[config.mk]
export PLATFORM = sky130hd
export DESIGN_NAME = tx_host_regs
export DESIGN_NICKNAME = d
export VERILOG_FILES = /design/src/tx_regs_pkg.sv /design/src/tx_host_regs.sv /design/src/tx_queue.sv /design/src/baud_gen.sv
export SDC_FILE = /design/constraint.sdc
export NUM_CORES = 1
export LEC_CHECK = 0
export BUFFER_PORTS_ARGS = -buffer_cell sky130_fd_sc_hd__buf_2
export CORE_UTILIZATION = 54
export DETAILED_ROUTE_END_ITERATION = 10
export GPL_ROUTABILITY_DRIVEN = 0
export PLACE_DENSITY = 0.85
export REMOVE_ABC_BUFFERS = 1
export SETUP_SLACK_MARGIN = 0.02
export SKIP_CTS_REPAIR_TIMING = 1
export SYNTH_ARGS = -nofsm -noshare
export SYNTH_HDL_FRONTEND = slang
export SYNTH_SLANG_ARGS = --single-unit
[constraint.sdc]
create_clock -name pclk -period 3 [get_ports pclk]
set_clock_uncertainty 0.15 [all_clocks]
set_input_delay 0.6 -clock pclk [delete_from_list [all_inputs] [get_ports pclk]]
set_output_delay 0.6 -clock pclk [all_outputs]
set_load 0.01 [all_outputs]
[src/tx_regs_pkg.sv]
// constants, types and register map of the transmit host registers
package tx_regs_pkg;
	localparam int IDX_W = 6;
	localparam int IDX_LSB = 2;
	localparam logic [5:0] IDX_INT_CTL = 6'h1b;
	localparam logic [5:0] IDX_COUNT_LIMIT = 6'h1d;
	localparam logic [5:0] IDX_CMD_STATUS = 6'h0a;
	localparam logic [5:0] IDX_COMMON_CMD = 6'h0b;
	localparam logic [5:0] IDX_BAUD1 = 6'h0e;
	localparam logic [5:0] IDX_CHAR_COUNT = 6'h0f;
	localparam logic [5:0] DATA_MATCH_MASK = 6'h17;
	localparam logic [5:0] DATA_MATCH_VALUE = 6'h10;
	localparam int ALT_SPACE_BIT = 5;

	localparam int CMD_LSB = 12;
	localparam logic [3:0] CMD_SEL_FIFO = 4'h5;
	localparam logic [3:0] CMD_SEL_INT = 4'h6;
	localparam logic [3:0] CMD_SEL_DMA = 4'h7;
	localparam logic [3:0] CMD_SEND_FRAME = 4'h8;

	localparam int CMN_LSB = 11;
	localparam logic [4:0] CMN_HIGH_FIRST = 5'h0e;
	localparam logic [4:0] CMN_LOW_FIRST = 5'h0f;

	localparam int BIT_BG_SEL = 0;
	localparam int BIT_HOLD = 2;
	localparam int ST_PRE = 7;
	localparam int ST_IDLE = 6;
	localparam int ST_ABORT = 5;
	localparam int ST_EOF = 4;
	localparam int ST_CRC = 3;
	localparam int ST_UNDER = 1;
	localparam int ST_EMPTY = 0;
	localparam logic [7:0] STATUS_USED = 8'hfa;

	localparam logic [15:0] COUNT_LIMIT_RESET = 16'h0000;
	localparam logic [15:0] TC_RESET = 16'h0000;
	localparam logic [7:0] INTCTL_LOW_RESET = 8'h00;
	localparam logic [7:0] LEVEL_RESET = 8'h00;

	typedef enum logic [1:0] {UPPER_FIFO, UPPER_INT, UPPER_DMA} upper_sel_t;

	typedef struct packed {
		logic preamble;
		logic idle;
		logic abort;
		logic end_frame;
		logic check;
		logic underrun;
	} tx_events_t;
endpackage : tx_regs_pkg

[src/tx_host_regs.sv]
// transmit host register bank on apb with queue, counter and interrupt logic
//
// Local design decision: the APB interface to the registers.
`timescale 1ns/10ps
`default_nettype none
module tx_host_regs #(
	parameter int DEPTH = 32,
	parameter int ADDR_W = 8
) (
	input wire logic pclk,
	input wire logic presetn,
	input wire logic psel,
	input wire logic penable,
	input wire logic pwrite,
	input wire logic [ADDR_W-1:0] paddr,
	input wire logic [31:0] pwdata,
	input wire logic [3:0] pstrb,
	output logic [31:0] prdata,
	output logic pready,
	output logic pslverr,
	output logic tx_char_valid,
	output logic [7:0] tx_char,
	input wire logic tx_char_taken,
	input wire logic frame_begin,
	input wire tx_regs_pkg::tx_events_t tx_events,
	output logic frame_permit,
	output logic char_count_active,
	output logic char_count_done,
	output logic irq,
	output logic tx_data_irq,
	output logic tx_dma_req,
	output logic baud1_tick
);
	localparam int CW = $clog2(DEPTH + 1);

	logic [5:0] idx;
	logic access;
	logic commit;
	logic wr;
	logic is_data;
	logic mapped;
	logic two_chars;
	logic any_lane;
	logic room_ok;
	logic [15:0] rd16;
	logic [15:0] wd16;
	logic [CW-1:0] level;
	logic [7:0] empty_count;
	logic [7:0] intctl_low_reg;
	logic [7:0] int_level_reg;
	logic [7:0] dma_level_reg;
	logic [7:0] upper_byte;
	logic [7:0] status_reg;
	logic [7:0] status_set;
	logic [7:0] status_clr;
	logic [15:0] count_limit_reg;
	logic [15:0] char_counter_reg;
	logic [15:0] tc_reg;
	logic [15:0] bg_count;
	logic high_first_reg;
	logic [3:0] cmd;
	logic [4:0] cmn;
	logic cmd_wr;
	logic push_first;
	logic push_second;
	logic [7:0] first_char;
	logic [7:0] second_char;
	tx_regs_pkg::upper_sel_t upper_sel_reg;

	function automatic logic [15:0] merge16(input logic [15:0] old, input logic [15:0] nw, input logic [1:0] strb);
		merge16 = {strb[1] ? nw[15:8] : old[15:8], strb[0] ? nw[7:0] : old[7:0]};
	endfunction : merge16

	assign idx = paddr[tx_regs_pkg::IDX_LSB +: tx_regs_pkg::IDX_W];
	assign access = psel && penable;
	assign commit = access && pready;
	assign wr = commit && pwrite;
	assign wd16 = pwdata[15:0];
	assign is_data = idx[tx_regs_pkg::ALT_SPACE_BIT]
		|| ((idx & tx_regs_pkg::DATA_MATCH_MASK) == tx_regs_pkg::DATA_MATCH_VALUE);
	assign mapped = is_data || idx == tx_regs_pkg::IDX_INT_CTL || idx == tx_regs_pkg::IDX_COUNT_LIMIT
		|| idx == tx_regs_pkg::IDX_CMD_STATUS || idx == tx_regs_pkg::IDX_COMMON_CMD
		|| idx == tx_regs_pkg::IDX_BAUD1 || idx == tx_regs_pkg::IDX_CHAR_COUNT;
	assign two_chars = pstrb[1] && pstrb[0];
	assign any_lane = pstrb[1] || pstrb[0];
	assign empty_count = 8'(DEPTH - int'(level));
	assign room_ok = !(pwrite && is_data) || (two_chars ? empty_count >= 8'h02 : empty_count >= 8'h01);

	// character ordering into the queue
	assign push_first = wr && is_data && any_lane;
	assign push_second = wr && is_data && two_chars;
	assign first_char = two_chars ? (high_first_reg ? wd16[15:8] : wd16[7:0])
		: (pstrb[0] ? wd16[7:0] : wd16[15:8]);
	assign second_char = high_first_reg ? wd16[7:0] : wd16[15:8];

	assign cmd = wd16[tx_regs_pkg::CMD_LSB +: 4];
	assign cmn = wd16[tx_regs_pkg::CMN_LSB +: 5];
	assign cmd_wr = wr && idx == tx_regs_pkg::IDX_CMD_STATUS && pstrb[1];

	tx_queue #(
		.WIDTH(8),
		.DEPTH(DEPTH)
	) u_queue (
		.clk(pclk),
		.rstn(presetn),
		.push_first(push_first),
		.first_data(first_char),
		.push_second(push_second),
		.second_data(second_char),
		.pop(tx_char_taken && tx_char_valid),
		.out_valid(tx_char_valid),
		.out_data(tx_char),
		.level(level)
	);

	baud_gen #(
		.WIDTH(16)
	) u_baud1 (
		.clk(pclk),
		.rstn(presetn),
		.time_constant(tc_reg),
		.count(bg_count),
		.tick(baud1_tick)
	);

	// upper byte of the interrupt control register
	always_comb begin
		unique case (upper_sel_reg)
			tx_regs_pkg::UPPER_FIFO: upper_byte = empty_count;
			tx_regs_pkg::UPPER_INT: upper_byte = int_level_reg;
			tx_regs_pkg::UPPER_DMA: upper_byte = dma_level_reg;
			default: upper_byte = empty_count;
		endcase
	end

	always_comb begin
		rd16 = 16'h0000;
		if (idx == tx_regs_pkg::IDX_INT_CTL) begin
			rd16 = {upper_byte, intctl_low_reg};
		end else if (idx == tx_regs_pkg::IDX_COUNT_LIMIT) begin
			rd16 = count_limit_reg;
		end else if (idx == tx_regs_pkg::IDX_CMD_STATUS) begin
			rd16 = {8'h00, status_reg[7:1], level == '0};
		end else if (idx == tx_regs_pkg::IDX_COMMON_CMD) begin
			rd16 = {15'h0000, high_first_reg};
		end else if (idx == tx_regs_pkg::IDX_BAUD1) begin
			rd16 = intctl_low_reg[tx_regs_pkg::BIT_BG_SEL] ? bg_count : tc_reg;
		end else if (idx == tx_regs_pkg::IDX_CHAR_COUNT) begin
			rd16 = char_counter_reg;
		end
	end

	// apb answer: one wait state, longer while the queue lacks room
	always_ff @(posedge pclk or negedge presetn) begin
		if (!presetn) begin
			pready <= 1'b0;
			prdata <= 32'h00000000;
			pslverr <= 1'b0;
		end else if (access && !pready && room_ok) begin
			pready <= 1'b1;
			prdata <= pwrite ? 32'h00000000 : {16'h0000, rd16};
			pslverr <= !mapped;
		end else begin
			pready <= 1'b0;
			pslverr <= 1'b0;
		end
	end

	always_ff @(posedge pclk or negedge presetn) begin
		if (!presetn) begin
			upper_sel_reg <= tx_regs_pkg::UPPER_FIFO;
		end else if (cmd_wr) begin
			if (cmd == tx_regs_pkg::CMD_SEL_FIFO) begin
				upper_sel_reg <= tx_regs_pkg::UPPER_FIFO;
			end else if (cmd == tx_regs_pkg::CMD_SEL_INT) begin
				upper_sel_reg <= tx_regs_pkg::UPPER_INT;
			end else if (cmd == tx_regs_pkg::CMD_SEL_DMA) begin
				upper_sel_reg <= tx_regs_pkg::UPPER_DMA;
			end
		end
	end

	always_ff @(posedge pclk or negedge presetn) begin
		if (!presetn) begin
			intctl_low_reg <= tx_regs_pkg::INTCTL_LOW_RESET;
			int_level_reg <= tx_regs_pkg::LEVEL_RESET;
			dma_level_reg <= tx_regs_pkg::LEVEL_RESET;
		end else if (wr && idx == tx_regs_pkg::IDX_INT_CTL) begin
			if (pstrb[0]) begin
				intctl_low_reg <= wd16[7:0];
			end
			if (pstrb[1] && upper_sel_reg == tx_regs_pkg::UPPER_INT) begin
				int_level_reg <= wd16[15:8];
			end
			if (pstrb[1] && upper_sel_reg == tx_regs_pkg::UPPER_DMA) begin
				dma_level_reg <= wd16[15:8];
			end
		end
	end

	always_ff @(posedge pclk or negedge presetn) begin
		if (!presetn) begin
			count_limit_reg <= tx_regs_pkg::COUNT_LIMIT_RESET;
			tc_reg <= tx_regs_pkg::TC_RESET;
		end else if (wr) begin
			if (idx == tx_regs_pkg::IDX_COUNT_LIMIT) begin
				count_limit_reg <= merge16(count_limit_reg, wd16, pstrb[1:0]);
			end
			if (idx == tx_regs_pkg::IDX_BAUD1) begin
				tc_reg <= merge16(tc_reg, wd16, pstrb[1:0]);
			end
		end
	end

	always_ff @(posedge pclk or negedge presetn) begin
		if (!presetn) begin
			high_first_reg <= 1'b0;
		end else if (wr && idx == tx_regs_pkg::IDX_COMMON_CMD && pstrb[1]) begin
			if (cmn == tx_regs_pkg::CMN_HIGH_FIRST) begin
				high_first_reg <= 1'b1;
			end else if (cmn == tx_regs_pkg::CMN_LOW_FIRST) begin
				high_first_reg <= 1'b0;
			end
		end
	end

	// character counter loaded at each frame start
	always_ff @(posedge pclk or negedge presetn) begin
		if (!presetn) begin
			char_counter_reg <= 16'h0000;
			char_count_active <= 1'b0;
			char_count_done <= 1'b0;
		end else if (frame_begin) begin
			char_counter_reg <= count_limit_reg;
			char_count_active <= count_limit_reg != 16'h0000;
			char_count_done <= 1'b0;
		end else if (char_count_active && tx_char_taken && tx_char_valid) begin
			char_counter_reg <= char_counter_reg - 16'h0001;
			char_count_active <= char_counter_reg != 16'h0001;
			char_count_done <= char_counter_reg == 16'h0001;
		end else begin
			char_count_done <= 1'b0;
		end
	end

	// frame hold; a send command in the same cycle as a frame start wins
	always_ff @(posedge pclk or negedge presetn) begin
		if (!presetn) begin
			frame_permit <= 1'b0;
		end else if (!intctl_low_reg[tx_regs_pkg::BIT_HOLD]) begin
			frame_permit <= 1'b1;
		end else if (cmd_wr && cmd == tx_regs_pkg::CMD_SEND_FRAME) begin
			frame_permit <= 1'b1;
		end else if (frame_begin) begin
			frame_permit <= 1'b0;
		end
	end

	// sticky status, write one to clear, set wins
	always_comb begin
		status_set = 8'h00;
		status_set[tx_regs_pkg::ST_PRE] = tx_events.preamble;
		status_set[tx_regs_pkg::ST_IDLE] = tx_events.idle;
		status_set[tx_regs_pkg::ST_ABORT] = tx_events.abort;
		status_set[tx_regs_pkg::ST_EOF] = tx_events.end_frame;
		status_set[tx_regs_pkg::ST_CRC] = tx_events.check;
		status_set[tx_regs_pkg::ST_UNDER] = tx_events.underrun;
	end
	assign status_clr = (wr && idx == tx_regs_pkg::IDX_CMD_STATUS && pstrb[0]) ? wd16[7:0] : 8'h00;

	always_ff @(posedge pclk or negedge presetn) begin
		if (!presetn) begin
			status_reg <= 8'h00;
		end else begin
			status_reg <= ((status_reg & ~status_clr) | status_set) & tx_regs_pkg::STATUS_USED;
		end
	end

	always_ff @(posedge pclk or negedge presetn) begin
		if (!presetn) begin
			irq <= 1'b0;
			tx_data_irq <= 1'b0;
			tx_dma_req <= 1'b0;
		end else begin
			irq <= |(status_reg & intctl_low_reg & tx_regs_pkg::STATUS_USED);
			tx_data_irq <= empty_count > int_level_reg;
			tx_dma_req <= empty_count > dma_level_reg;
		end
	end
endmodule : tx_host_regs
`default_nettype wire

[src/tx_queue.sv]
// transmit character queue with one or two pushes per cycle and a registered head
`timescale 1ns/10ps
`default_nettype none
module tx_queue #(
	parameter int WIDTH = 8,
	parameter int DEPTH = 32,
	parameter int AW = $clog2(DEPTH),
	parameter int CW = $clog2(DEPTH + 1)
) (
	input wire logic clk,
	input wire logic rstn,
	input wire logic push_first,
	input wire logic [WIDTH-1:0] first_data,
	input wire logic push_second,
	input wire logic [WIDTH-1:0] second_data,
	input wire logic pop,
	output logic out_valid,
	output logic [WIDTH-1:0] out_data,
	output logic [CW-1:0] level
);
	logic [WIDTH-1:0] mem [DEPTH];
	logic [AW-1:0] wptr_reg;
	logic [AW-1:0] rptr_reg;
	logic [CW-1:0] mem_cnt_reg;
	logic [CW-1:0] n_push;
	logic load;

	// second push is only legal together with the first
	assign n_push = CW'(push_first) + CW'(push_second);
	assign load = (mem_cnt_reg != '0) && (!out_valid || pop);
	assign level = mem_cnt_reg + CW'(out_valid);

	always_ff @(posedge clk) begin
		if (push_first) begin
			mem[wptr_reg] <= first_data;
		end
		if (push_second) begin
			mem[AW'(wptr_reg + AW'(1))] <= second_data;
		end
	end

	always_ff @(posedge clk or negedge rstn) begin
		if (!rstn) begin
			wptr_reg <= '0;
			rptr_reg <= '0;
			mem_cnt_reg <= '0;
		end else begin
			wptr_reg <= AW'(wptr_reg + AW'(n_push));
			rptr_reg <= AW'(rptr_reg + AW'(load));
			mem_cnt_reg <= CW'(mem_cnt_reg + n_push - CW'(load));
		end
	end

	always_ff @(posedge clk or negedge rstn) begin
		if (!rstn) begin
			out_valid <= 1'b0;
			out_data <= '0;
		end else if (load) begin
			out_valid <= 1'b1;
			out_data <= mem[rptr_reg];
		end else if (pop) begin
			out_valid <= 1'b0;
		end
	end
endmodule : tx_queue
`default_nettype wire

[src/baud_gen.sv]
// down-counting baud generator reloaded from its time constant
`timescale 1ns/10ps
`default_nettype none
module baud_gen #(
	parameter int WIDTH = 16
) (
	input wire logic clk,
	input wire logic rstn,
	input wire logic [WIDTH-1:0] time_constant,
	output logic [WIDTH-1:0] count,
	output logic tick
);
	always_ff @(posedge clk or negedge rstn) begin
		if (!rstn) begin
			count <= '0;
			tick <= 1'b0;
		end else if (count == '0) begin
			count <= time_constant;
			tick <= 1'b1;
		end else begin
			count <= count - WIDTH'(1);
			tick <= 1'b0;
		end
	end
endmodule : baud_gen
`default_nettype wire

==> impl_results.rst, run 1 <==
.. list-table::
   :header-rows: 1

   * - Metric
     - Value
   * - Type of the tightest min-delay check
     - input pin to register
   * - Clock Latency Late Sink
     - 0.56 ns
   * - Count of final setup violators
     - 0
   * - Area after detailed placement
     - 23100 um2
   * - Worst supply voltage drop on vdd
     - 645 uV
   * - Cell at the root of the clock tree
     - sky130_fd_sc_hd__clkbuf_16
   * - Count of inserted antenna diode cells
     - 0
   * - Share of Yosys cell area claimed by the top area cell type
     - 35.7%
   * - Inserted Clock Buffers
     - 43
   * - Number of search-and-repair iterations in the first detailed-routing pass
     - 5
   * - Count of input and output buffers
     - 70
   * - Ordered cell list for the critical path
     - ha_2 > ha_1 > inv_1 > ha_2 > inv_1 > nor4_1 > a41o_2 > a21oi_4 > buf_4 > ha_1 > nand3_1 > o31a_1
   * - Floorplan die area
     - 40600 um2
   * - H-tree level count
     - 2
   * - Outcome
     - completed
   * - Via count
     - 14200
   * - Cell count after synthesis
     - 1583
   * - Worst Path Max Fanout
     - 5
   * - Total GRT Usage
     - 27.0%
   * - Count of flip-flops with a built-in enable after synthesis
     - 256
   * - R2r worst-path depth
     - 12
   * - WP depth
     - 12
   * - Avg Cell Area, Syn
     - 13.6 um2
   * - Number of antenna violations at the first check in global routing
     - 1
   * - Total gr overflow
     - 0
   * - Max-cap viol count
     - 0
   * - Required arrival time at the worst endpoint
     - 3.30 ns
   * - Syn. warnings
     - 0
   * - Largest stage delay, worst path
     - 0.42 ns
   * - Sequential-to-total area share from yosys stat
     - 52.8%
   * - Worst-margin pin slew
     - 0.973 ns
   * - Critical path class
     - register to register
   * - Worst slew margin relative to its limit
     - 35.0%
   * - Worst Setup End Kind
     - register
   * - Cells taking the most area after synthesis
     - sky130_fd_sc_hd__edfxtp_1 36%, sky130_fd_sc_hd__dfrtp_1 17%, sky130_fd_sc_hd__mux2i_1 14%, sky130_fd_sc_hd__mux4_2 8.4%, sky130_fd_sc_hd__mux2_2 3.2%
   * - Maximum clock path buffer count
     - 3
   * - Worst path top cell family by delay
     - adder cells
   * - Vias in the first global route
     - 14600
   * - Largest area contributor in the synthesized netlist
     - sky130_fd_sc_hd__edfxtp_1
   * - Largest reg by FF count
     - u_queue.mem
   * - Portion of the clock cycle consumed by the worst path in the final layout
     - 96.8%
   * - Final #Nets
     - 1804
   * - Slack of the critical path
     - 0.0954 ns
   * - Crit Reg-Reg Startpoint
     - u_queue.out_valid
   * - Post-synthesis sequential element count
     - 403
   * - Number of slew-limit violations in the final report
     - 0
   * - CP startpoint kind
     - register
   * - Share of the core filled with cells
     - 63.6%
   * - Arrival @ worst endpoint
     - 3.20 ns
   * - First-pass GRT wire length
     - 84600 um
   * - Synth unique cells
     - 72
   * - Top flip-flop cell by instance count after synthesis
     - sky130_fd_sc_hd__edfxtp_1
   * - Share of layout cells above drive strength 1
     - 27.5%
   * - Post-Synthesis Cell Area
     - 21500 um2
   * - Hold Vio Cnt, Final
     - 0
   * - Vias per cell
     - 6.31
   * - Pin count of the biggest net entering global routing
     - 67
   * - CORE AREA
     - 39000 um2
   * - Total leakage power
     - 9.36 nW
   * - Crit. Startpoint
     - u_queue.out_valid
   * - Minimum clock period
     - 2.90 ns
   * - Final cell count without fillers
     - 2254
   * - Number of buffer and inverter instances along the worst setup path
     - 3
   * - Effective utilization at floorplan
     - 55.1%
   * - Cell count after placement
     - 2171
   * - TritonCTS clock tree
     - yes
   * - Routed WL
     - 54200 um
   * - Drt drc
     - 0
   * - Drt wl/cell
     - 24.1 um
   * - RSZ-0062 raised after global routing
     - yes
   * - Fmax
     - 344 MHz
   * - Core Rows
     - 72
   * - Die Y-Extent
     - 202 um
   * - End of the critical path
     - tx_dma_req
   * - Minimum setup slack among reg-to-reg paths
     - 0.1 ns
   * - Flip-flop count of the largest register after layout
     - 256
   * - Syn-to-layout area delta
     - 15.3%
   * - Detailed placer's ending HPWL
     - 35900 um
   * - Power per standard cell area
     - 747 nW/um2
   * - Endpoint of the most critical register-to-register path
     - tx_dma_req
   * - Initial DRC Count
     - 1315
   * - Crit-path slowest cell
     - sky130_fd_sc_hd__dfrtp_1
   * - Clock input transition at the sequential cells of the worst setup and hold paths
     - 0.06 ns
   * - Pre-CTS setup slack
     - -0.181 ns
   * - Fraction of synthesis flops using an asynchronous set or reset pin
     - 36.5%
   * - # clock sinks
     - 403
   * - Die boundary width
     - 202 um
   * - Number of antenna-violating nets in the routed design
     - 0
   * - Final non-filler cell area
     - 24800 um2
   * - Number of I/O pins
     - 107
[report_power, final]
group,switching [mW],internal (mW)
Combinational,3.29,2.76
Clock,2.22,3.59
Sequential,0.401,6.29
[cells by family (layout without fill, tap and decap cells)]
kind of cell               after synthesis  count (layout)  synth area share (%)
AOI/OAI and AO/OA                      193             193                  5.87
and+or+nand+nor                        277             277                  7.62
adders and majority gates               45              45                  2.69
other                                    1              16                0.0174
DFF                                    403             403                  52.8
muxes                                  434             434                  25.2
xor gates and xnor gates                47              47                  1.91
buffers and inverters                  183             321                  3.84
[worst min-delay path by stage]
stage          depth (start not counted)                 to    startpoint  slack, ns
4_1_cts                                1         tx_dma_req       presetn      -0.16
5_1_grt                                2      status_reg[1]  tx_events[0]       0.07
3_3_place_gp                           1          prdata[6]     prdata[6]       0.31
6_report                               2      status_reg[3]  tx_events[1]       0.07
3_5_place_dp                           1          prdata[3]     prdata[3]       0.32
2_1_floorplan                          0  char_count_active       presetn       0.15
[final cells by class]
cell class | instances | area, um2
multi-input combinational | 1012 | 9690
timing repair buffer | 189 | 1340
inverter | 53 | 199
tap | 518 | 648
sequential | 403 | 11400
clock inverter | 25 | 324
fill | 2682 | 14200
clock buffer | 54 | 1230
[cells in the mapped netlist (4+ instances only)]
| cell | n |
|---|---|
| sky130_fd_sc_hd__a221oi_1 | 8 |
| sky130_fd_sc_hd__buf_2 | 27 |
| sky130_fd_sc_hd__and3_1 | 8 |
| sky130_fd_sc_hd__nand2_1 | 78 |
| sky130_fd_sc_hd__nor4_1 | 11 |
| sky130_fd_sc_hd__inv_1 | 52 |
| sky130_fd_sc_hd__nor2_1 | 61 |
| sky130_fd_sc_hd__mux4_2 | 80 |
| sky130_fd_sc_hd__o22ai_1 | 31 |
| sky130_fd_sc_hd__o21ai_1 | 4 |
| sky130_fd_sc_hd__nor2b_1 | 12 |
| sky130_fd_sc_hd__mux2i_1 | 292 |
| sky130_fd_sc_hd__a22oi_1 | 7 |
| sky130_fd_sc_hd__nor2_8 | 7 |
| sky130_fd_sc_hd__o21ai_0 | 41 |
| sky130_fd_sc_hd__a21oi_1 | 43 |
| sky130_fd_sc_hd__nand2b_1 | 10 |
| sky130_fd_sc_hd__dfrtp_1 | 147 |
| sky130_fd_sc_hd__edfxtp_1 | 256 |
| sky130_fd_sc_hd__nand3_1 | 18 |
| sky130_fd_sc_hd__ha_1 | 43 |
| sky130_fd_sc_hd__clkbuf_1 | 74 |
| sky130_fd_sc_hd__a21o_1 | 17 |
| sky130_fd_sc_hd__xor2_1 | 13 |
| sky130_fd_sc_hd__mux2_2 | 61 |
| sky130_fd_sc_hd__buf_4 | 18 |
| sky130_fd_sc_hd__a211oi_1 | 9 |
| sky130_fd_sc_hd__xnor2_1 | 34 |
| sky130_fd_sc_hd__buf_1 | 6 |
| sky130_fd_sc_hd__buf_6 | 5 |
| sky130_fd_sc_hd__nor3_1 | 15 |
| sky130_fd_sc_hd__nor2_4 | 19 |
| sky130_fd_sc_hd__a221o_1 | 4 |
| sky130_fd_sc_hd__nand4_1 | 7 |
[layout by cell type (no fill, tap or decap), types with 11 or more instances in the layout]
cell                          n
sky130_fd_sc_hd__a21o_1      17
sky130_fd_sc_hd__a21oi_1     39
sky130_fd_sc_hd__buf_2       69
sky130_fd_sc_hd__buf_4      111
sky130_fd_sc_hd__clkbuf_16   46
sky130_fd_sc_hd__conb_1      16
sky130_fd_sc_hd__dfrtp_1    145
sky130_fd_sc_hd__edfxtp_1   256
sky130_fd_sc_hd__ha_1        39
sky130_fd_sc_hd__inv_1       50
sky130_fd_sc_hd__mux2_2      61
sky130_fd_sc_hd__mux2i_1    276
sky130_fd_sc_hd__mux2i_4     16
sky130_fd_sc_hd__mux4_2      80
sky130_fd_sc_hd__nand2_1     78
sky130_fd_sc_hd__nand3_1     17
sky130_fd_sc_hd__nor2_1      60
sky130_fd_sc_hd__nor2_4      19
sky130_fd_sc_hd__nor2b_1     12
sky130_fd_sc_hd__nor3_1      13
sky130_fd_sc_hd__nor4_1      11
sky130_fd_sc_hd__o21ai_0     40
sky130_fd_sc_hd__o22ai_1     31
sky130_fd_sc_hd__xnor2_1     31
sky130_fd_sc_hd__xor2_1      12
[per-stage QoR]
stage	setup TNS, ns	hold WS (ns)	power (mW)
CTS	-0.253	-0.163	18.3
finish	0	0.0711	18.5
global route	-0.0296	0.0677	19.3
global placement	-0.118	0.307	12.2
floorplan	-15.66	0.154	10.7
detailed placement	-1.45	0.318	12.5
[layer usage]
| metal | GRT usage (%) | routed length, um | up-vias |
|---|---|---|---|
| li1 | - | - | 6188 |
| met1 | 34.9 | 20800 | 7190 |
| met2 | 45.6 | 27000 | 715 |
| met3 | 4.81 | 4530 | 120 |
| met4 | 10.3 | 1880 | 2 |
| met5 | 0 | 12 | - |
Note: power is estimated with default switching activity, not from simulation.
==> inputs of run 2 (changes only) <==
--- a/config.mk
+++ b/config.mk
@@ -5,11 +5,13 @@
 export SDC_FILE = /design/constraint.sdc
 export NUM_CORES = 1
 export LEC_CHECK = 0
+export ABC_AREA = 1
 export BUFFER_PORTS_ARGS = -buffer_cell sky130_fd_sc_hd__buf_2
 export CORE_UTILIZATION = 54
 export DETAILED_ROUTE_END_ITERATION = 10
 export GPL_ROUTABILITY_DRIVEN = 0
 export PLACE_DENSITY = 0.85
+export RECOVER_POWER = 100
 export REMOVE_ABC_BUFFERS = 1
 export SETUP_SLACK_MARGIN = 0.02
 export SKIP_CTS_REPAIR_TIMING = 1
==> run 2 against run 1 <==
Effect of this change: first-iteration DRC count rose by 100%; highest routed layer is now met4; design area fell by 2.0%; sequential power about the same; synthesized cell count rose by 59%; area after synthesis increased by 1.9%; clock power down 14%.
==> impl_results.rst, run 2 <==
.. list-table::
   :header-rows: 1

   * - Metric
     - Value
   * - First-pass GRT wire length
     - 101000 um (+19%)
   * - Area after detailed placement
     - 23400 um2 (+1.1%)
   * - Routed WL
     - 64400 um (+19%)
   * - Clock Latency Late Sink
     - 0.58 ns (+0.02 ns)
   * - Number of antenna violations at the first check in global routing
     - 1 (unchanged)
   * - Total gr overflow
     - 0 (unchanged)
   * - Vias in the first global route
     - 19000 (+30%)
   * - Worst-margin pin slew
     - 1.44 ns (+0.471 ns)
   * - # clock sinks
     - 403 (unchanged)
   * - Crit Reg-Reg Startpoint
     - pready
   * - R2r worst-path depth
     - 9 (-3)
   * - Drt drc
     - 0 (unchanged)
   * - Required arrival time at the worst endpoint
     - 3.10 ns (-0.20 ns)
   * - Power per standard cell area
     - 756 nW/um2 (+1.1%)
   * - Top library cells by usage in the layout, fill and taps aside
     - 591 x sky130_fd_sc_hd__nand2_1, 525 x sky130_fd_sc_hd__o21ai_0, 256 x sky130_fd_sc_hd__edfxtp_1, 218 x sky130_fd_sc_hd__nor2_1, 157 x sky130_fd_sc_hd__inv_1
   * - Die Y-Extent
     - 203 um (+0.95%)
   * - Worst supply voltage drop on vdd
     - 678 uV (+5.1%)
   * - Slack of the critical path
     - 0.114 ns (+0.0187 ns)
   * - Clock input transition at the sequential cells of the worst setup and hold paths
     - 0.06 ns (about the same)
   * - Flip-flop count of the largest register after layout
     - 256 (unchanged)
   * - Floorplan die area
     - 41400 um2 (+1.9%)
   * - Largest area contributor in the synthesized netlist
     - sky130_fd_sc_hd__edfxtp_1
   * - Minimum setup slack among reg-to-reg paths
     - 0.11 ns (+0.02 ns)
   * - Count of input and output buffers
     - 70 (unchanged)
   * - Max-cap viol count
     - 0 (unchanged)
   * - Dominant cell by count in the synthesized netlist
     - sky130_fd_sc_hd__nand2_1
   * - Cell Int Power
     - 11.2 mW (-11%)
   * - Core Rows
     - 73 (+1.4%)
   * - Net Sw Power
     - 7.14 mW (+21%)
   * - Comb power frac
     - 36.3% (+3.7 points)
   * - Switching Share
     - 38.8% (+7.0 points)
   * - Drt wl/cell
     - 20.3 um (-16%)
   * - Number of I/O pins
     - 107 (unchanged)
   * - Most common library cells after synthesis
     - 588 x sky130_fd_sc_hd__nand2_1, 418 x sky130_fd_sc_hd__o21ai_0, 256 x sky130_fd_sc_hd__edfxtp_1
   * - Hold EP
     - status_reg[1]
   * - Final hold slack
     - 0.0762 ns (+0.00513 ns)
   * - Final #Nets
     - 2707 (+50%)
   * - Critical path class
     - register to register
   * - Hold_sp
     - tx_events[0]
   * - Count of final setup violators
     - 0 (unchanged)
   * - Syn-to-layout area delta
     - 10.9%
   * - Share of Yosys cell area claimed by the top area cell type
     - 35.1% (-0.67 points)
   * - Largest stage delay, worst path
     - 0.68 ns (+0.26 ns)
   * - Fmax
     - 347 MHz (+0.65%)
   * - Post-synthesis sequential element count
     - 403 (unchanged)
   * - Worst slew margin relative to its limit
     - 3.72% (-31 points)
   * - RSZ-0062 raised after global routing
     - no
   * - Crit-path slowest cell
     - sky130_fd_sc_hd__nor2_2
   * - Fraction of synthesis flops using an asynchronous set or reset pin
     - 36.5% (unchanged)
   * - Crit. Startpoint
     - pready
   * - Reg power frac
     - 36.4% (+0.3 points)
   * - Pin count of the biggest net entering global routing
     - 89 (+33%)
   * - Number of antenna-violating nets in the routed design
     - 0 (unchanged)
   * - Pre-CTS setup slack
     - -0.136 ns (+0.0452 ns)
   * - Arrival @ worst endpoint
     - 2.98 ns (-0.22 ns)
   * - Post-Route Setup TNS
     - 0 ns (unchanged)
   * - TritonCTS clock tree
     - yes
   * - Number of search-and-repair iterations in the first detailed-routing pass
     - 8 (+3)
   * - Vias per cell
     - 6.23 (-1.1%)
   * - Portion of the clock cycle consumed by the worst path in the final layout
     - 96.2% (-0.62 points)
   * - Multi-input combinational cell area
     - 9080 um2 (-6.3%)
   * - Hold Vio Cnt, Final
     - 0 (unchanged)
   * - Minimum clock period
     - 2.89 ns (-0.0187 ns)
   * - Maximum clock path buffer count
     - 3 (unchanged)
   * - Ordered cell list for the critical path
     - nand4_1 > inv_1 > buf_4 > nand3_4 > buf_4 > nor2_2 > nand2_4 > o21ai_0 > clkbuf_2
   * - Sequential-to-total area share from yosys stat
     - 51.8% (-1.0 points)
   * - Initial DRC Count
     - 2686 (+100%)
   * - CORE AREA
     - 39900 um2 (+2.3%)
   * - Worst Path Max Fanout
     - 17 (+12)
   * - Share of layout cells above drive strength 1
     - 10.5% (-17 points)
   * - Avg Cell Area, Syn
     - 8.69 um2 (-36%)
   * - Cell at the root of the clock tree
     - sky130_fd_sc_hd__clkbuf_16
   * - Count of flip-flops with a built-in enable after synthesis
     - 256 (unchanged)
   * - Top flip-flop cell by instance count after synthesis
     - sky130_fd_sc_hd__edfxtp_1
   * - Post-Synthesis Cell Area
     - 21900 um2 (+1.9%)
   * - Hold Path Cell Cnt
     - 3 (+1)
   * - Total GRT Usage
     - 31.3% (+4.3 points)
   * - Inserted Clock Buffers
     - 42 (-2.3%)
   * - Detailed placer's ending HPWL
     - 43300 um (+21%)
   * - Via count
     - 19700 (+39%)
   * - Final non-filler cell area
     - 24300 um2 (-2.0%)
   * - Endpoint of the most critical register-to-register path
     - u_queue.mem[13][3]
   * - Most common cell after layout, fill and taps aside
     - sky130_fd_sc_hd__nand2_1
   * - Pwr Total
     - 18.4 mW (-0.91%)
   * - Share of the core filled with cells
     - 60.9% (-2.7 points)
   * - Type of the tightest min-delay check
     - input pin to register
   * - Cell repeated most along the worst path
     - sky130_fd_sc_hd__buf_4
   * - CP startpoint kind
     - register
   * - Largest reg by FF count
     - u_queue.mem
   * - Outcome
     - completed
   * - Total leakage power
     - 10.2 nW (+8.9%)
   * - Clock group share of total power
     - 27.3% (-4.0 points)
   * - Synth unique cells
     - 57 (-21%)
   * - Cell count after synthesis
     - 2522 (+59%)
   * - Cell count after placement
     - 3085 (+42%)
   * - Final cell count without fillers
     - 3166 (+40%)
   * - Die boundary width
     - 203 um (+0.95%)
   * - Number of slew-limit violations in the final report
     - 0 (unchanged)
   * - Syn. warnings
     - 0 (unchanged)
   * - Cells taking the most area after synthesis
     - sky130_fd_sc_hd__edfxtp_1 35%, sky130_fd_sc_hd__dfrtp_1 17%, sky130_fd_sc_hd__nand2_1 10%, sky130_fd_sc_hd__o21ai_0 9.5%, sky130_fd_sc_hd__nor2_1 3.8%
   * - H-tree level count
     - 2 (unchanged)
   * - Worst Setup End Kind
     - register
   * - Fill cells
     - 3138 (+17%)
   * - Sequential Area
     - 11400 um2 (unchanged)
   * - Effective utilization at floorplan
     - 54.9% (-0.22 points)
-- run 2: cell types whose count changed after synthesis, sizes merged, moves of 31 or more --
cell and delta:
nand2 +547, nand3 +69, mux4 -80, o21ai +511
inv +109, o211ai +31, mux2 -60, nor2 +146
mux2i -292
-- run 2: how the worst max path moves through the flow --
stage	slack, ns	depth (start not counted)	to
after detailed placement	-0.14	17	u_queue.mem_cnt_reg[5]
after floorplan	-2.13	9	u_queue.out_data[2]
final	0.11	9	u_queue.mem[13][3]
after CTS	0.07	12	tx_dma_req
after global placement	-0.09	18	u_queue.mem_cnt_reg[5]
after global routing	0.03	13	prdata[6]
-- run 2: power groups by stage --
stage	combinational (mW)	clock (mW)	sequential, mW
floorplan	4.02	0	6.93
global placement	6.16	0	6.74
detailed placement	6.42	0	6.76
CTS	6.48	5.04	6.66
global route	7.26	5.26	6.72
finish	6.67	5.02	6.68
-- run 2: area by class of cell --
type	instances	share of cell area, %
Clock buffer	59	4.80
Multi-Input combinational cell	1794	37.4
Timing Repair Buffer	197	5.19
Sequential cell	403	46.8
Clock inverter	18	0.525
Tap cell	525	2.70
Inverter	167	2.61
Antenna cell	3	0.0309
-- run 2: metal layers --
| metal | routed length (um) | GRT usage, % | up-vias | share of wire, % |
|---|---|---|---|---|
| li1 | - | - | 8790 | - |
| met1 | 22200 | 38.7 | 9203 | 35 |
| met2 | 30200 | 50.7 | 1444 | 47 |
| met3 | 7930 | 6.87 | 300 | 12 |
| met4 | 4050 | 18.4 | 0 | 6.3 |
| met5 | 0 | 0 | - | 0 |
-- run 2: logic make-up after synthesis --
family | Yosys count | synth area share, %
AO/OA/AOI/OAI | 720 | 18.1
multiplexers | 2 | 0.103
buffers and inverters | 340 | 7.01
other | 1 | 0.0171
AND/OR/NAND/NOR | 988 | 19.4
adder cells (fa/ha/maj) | 45 | 2.64
XOR/XNOR | 23 | 0.919
flip-flops | 403 | 51.8
-- run 2: worst max-delay path: cells and delay by family, from the launching register on --
family                 cells  cell delay [ns]
AO/OA/AOI/OAI              1             0.16
buffers and inverters      4             0.70
AND/OR/NAND/NOR            4             1.17
flip-flops                 1             0.37
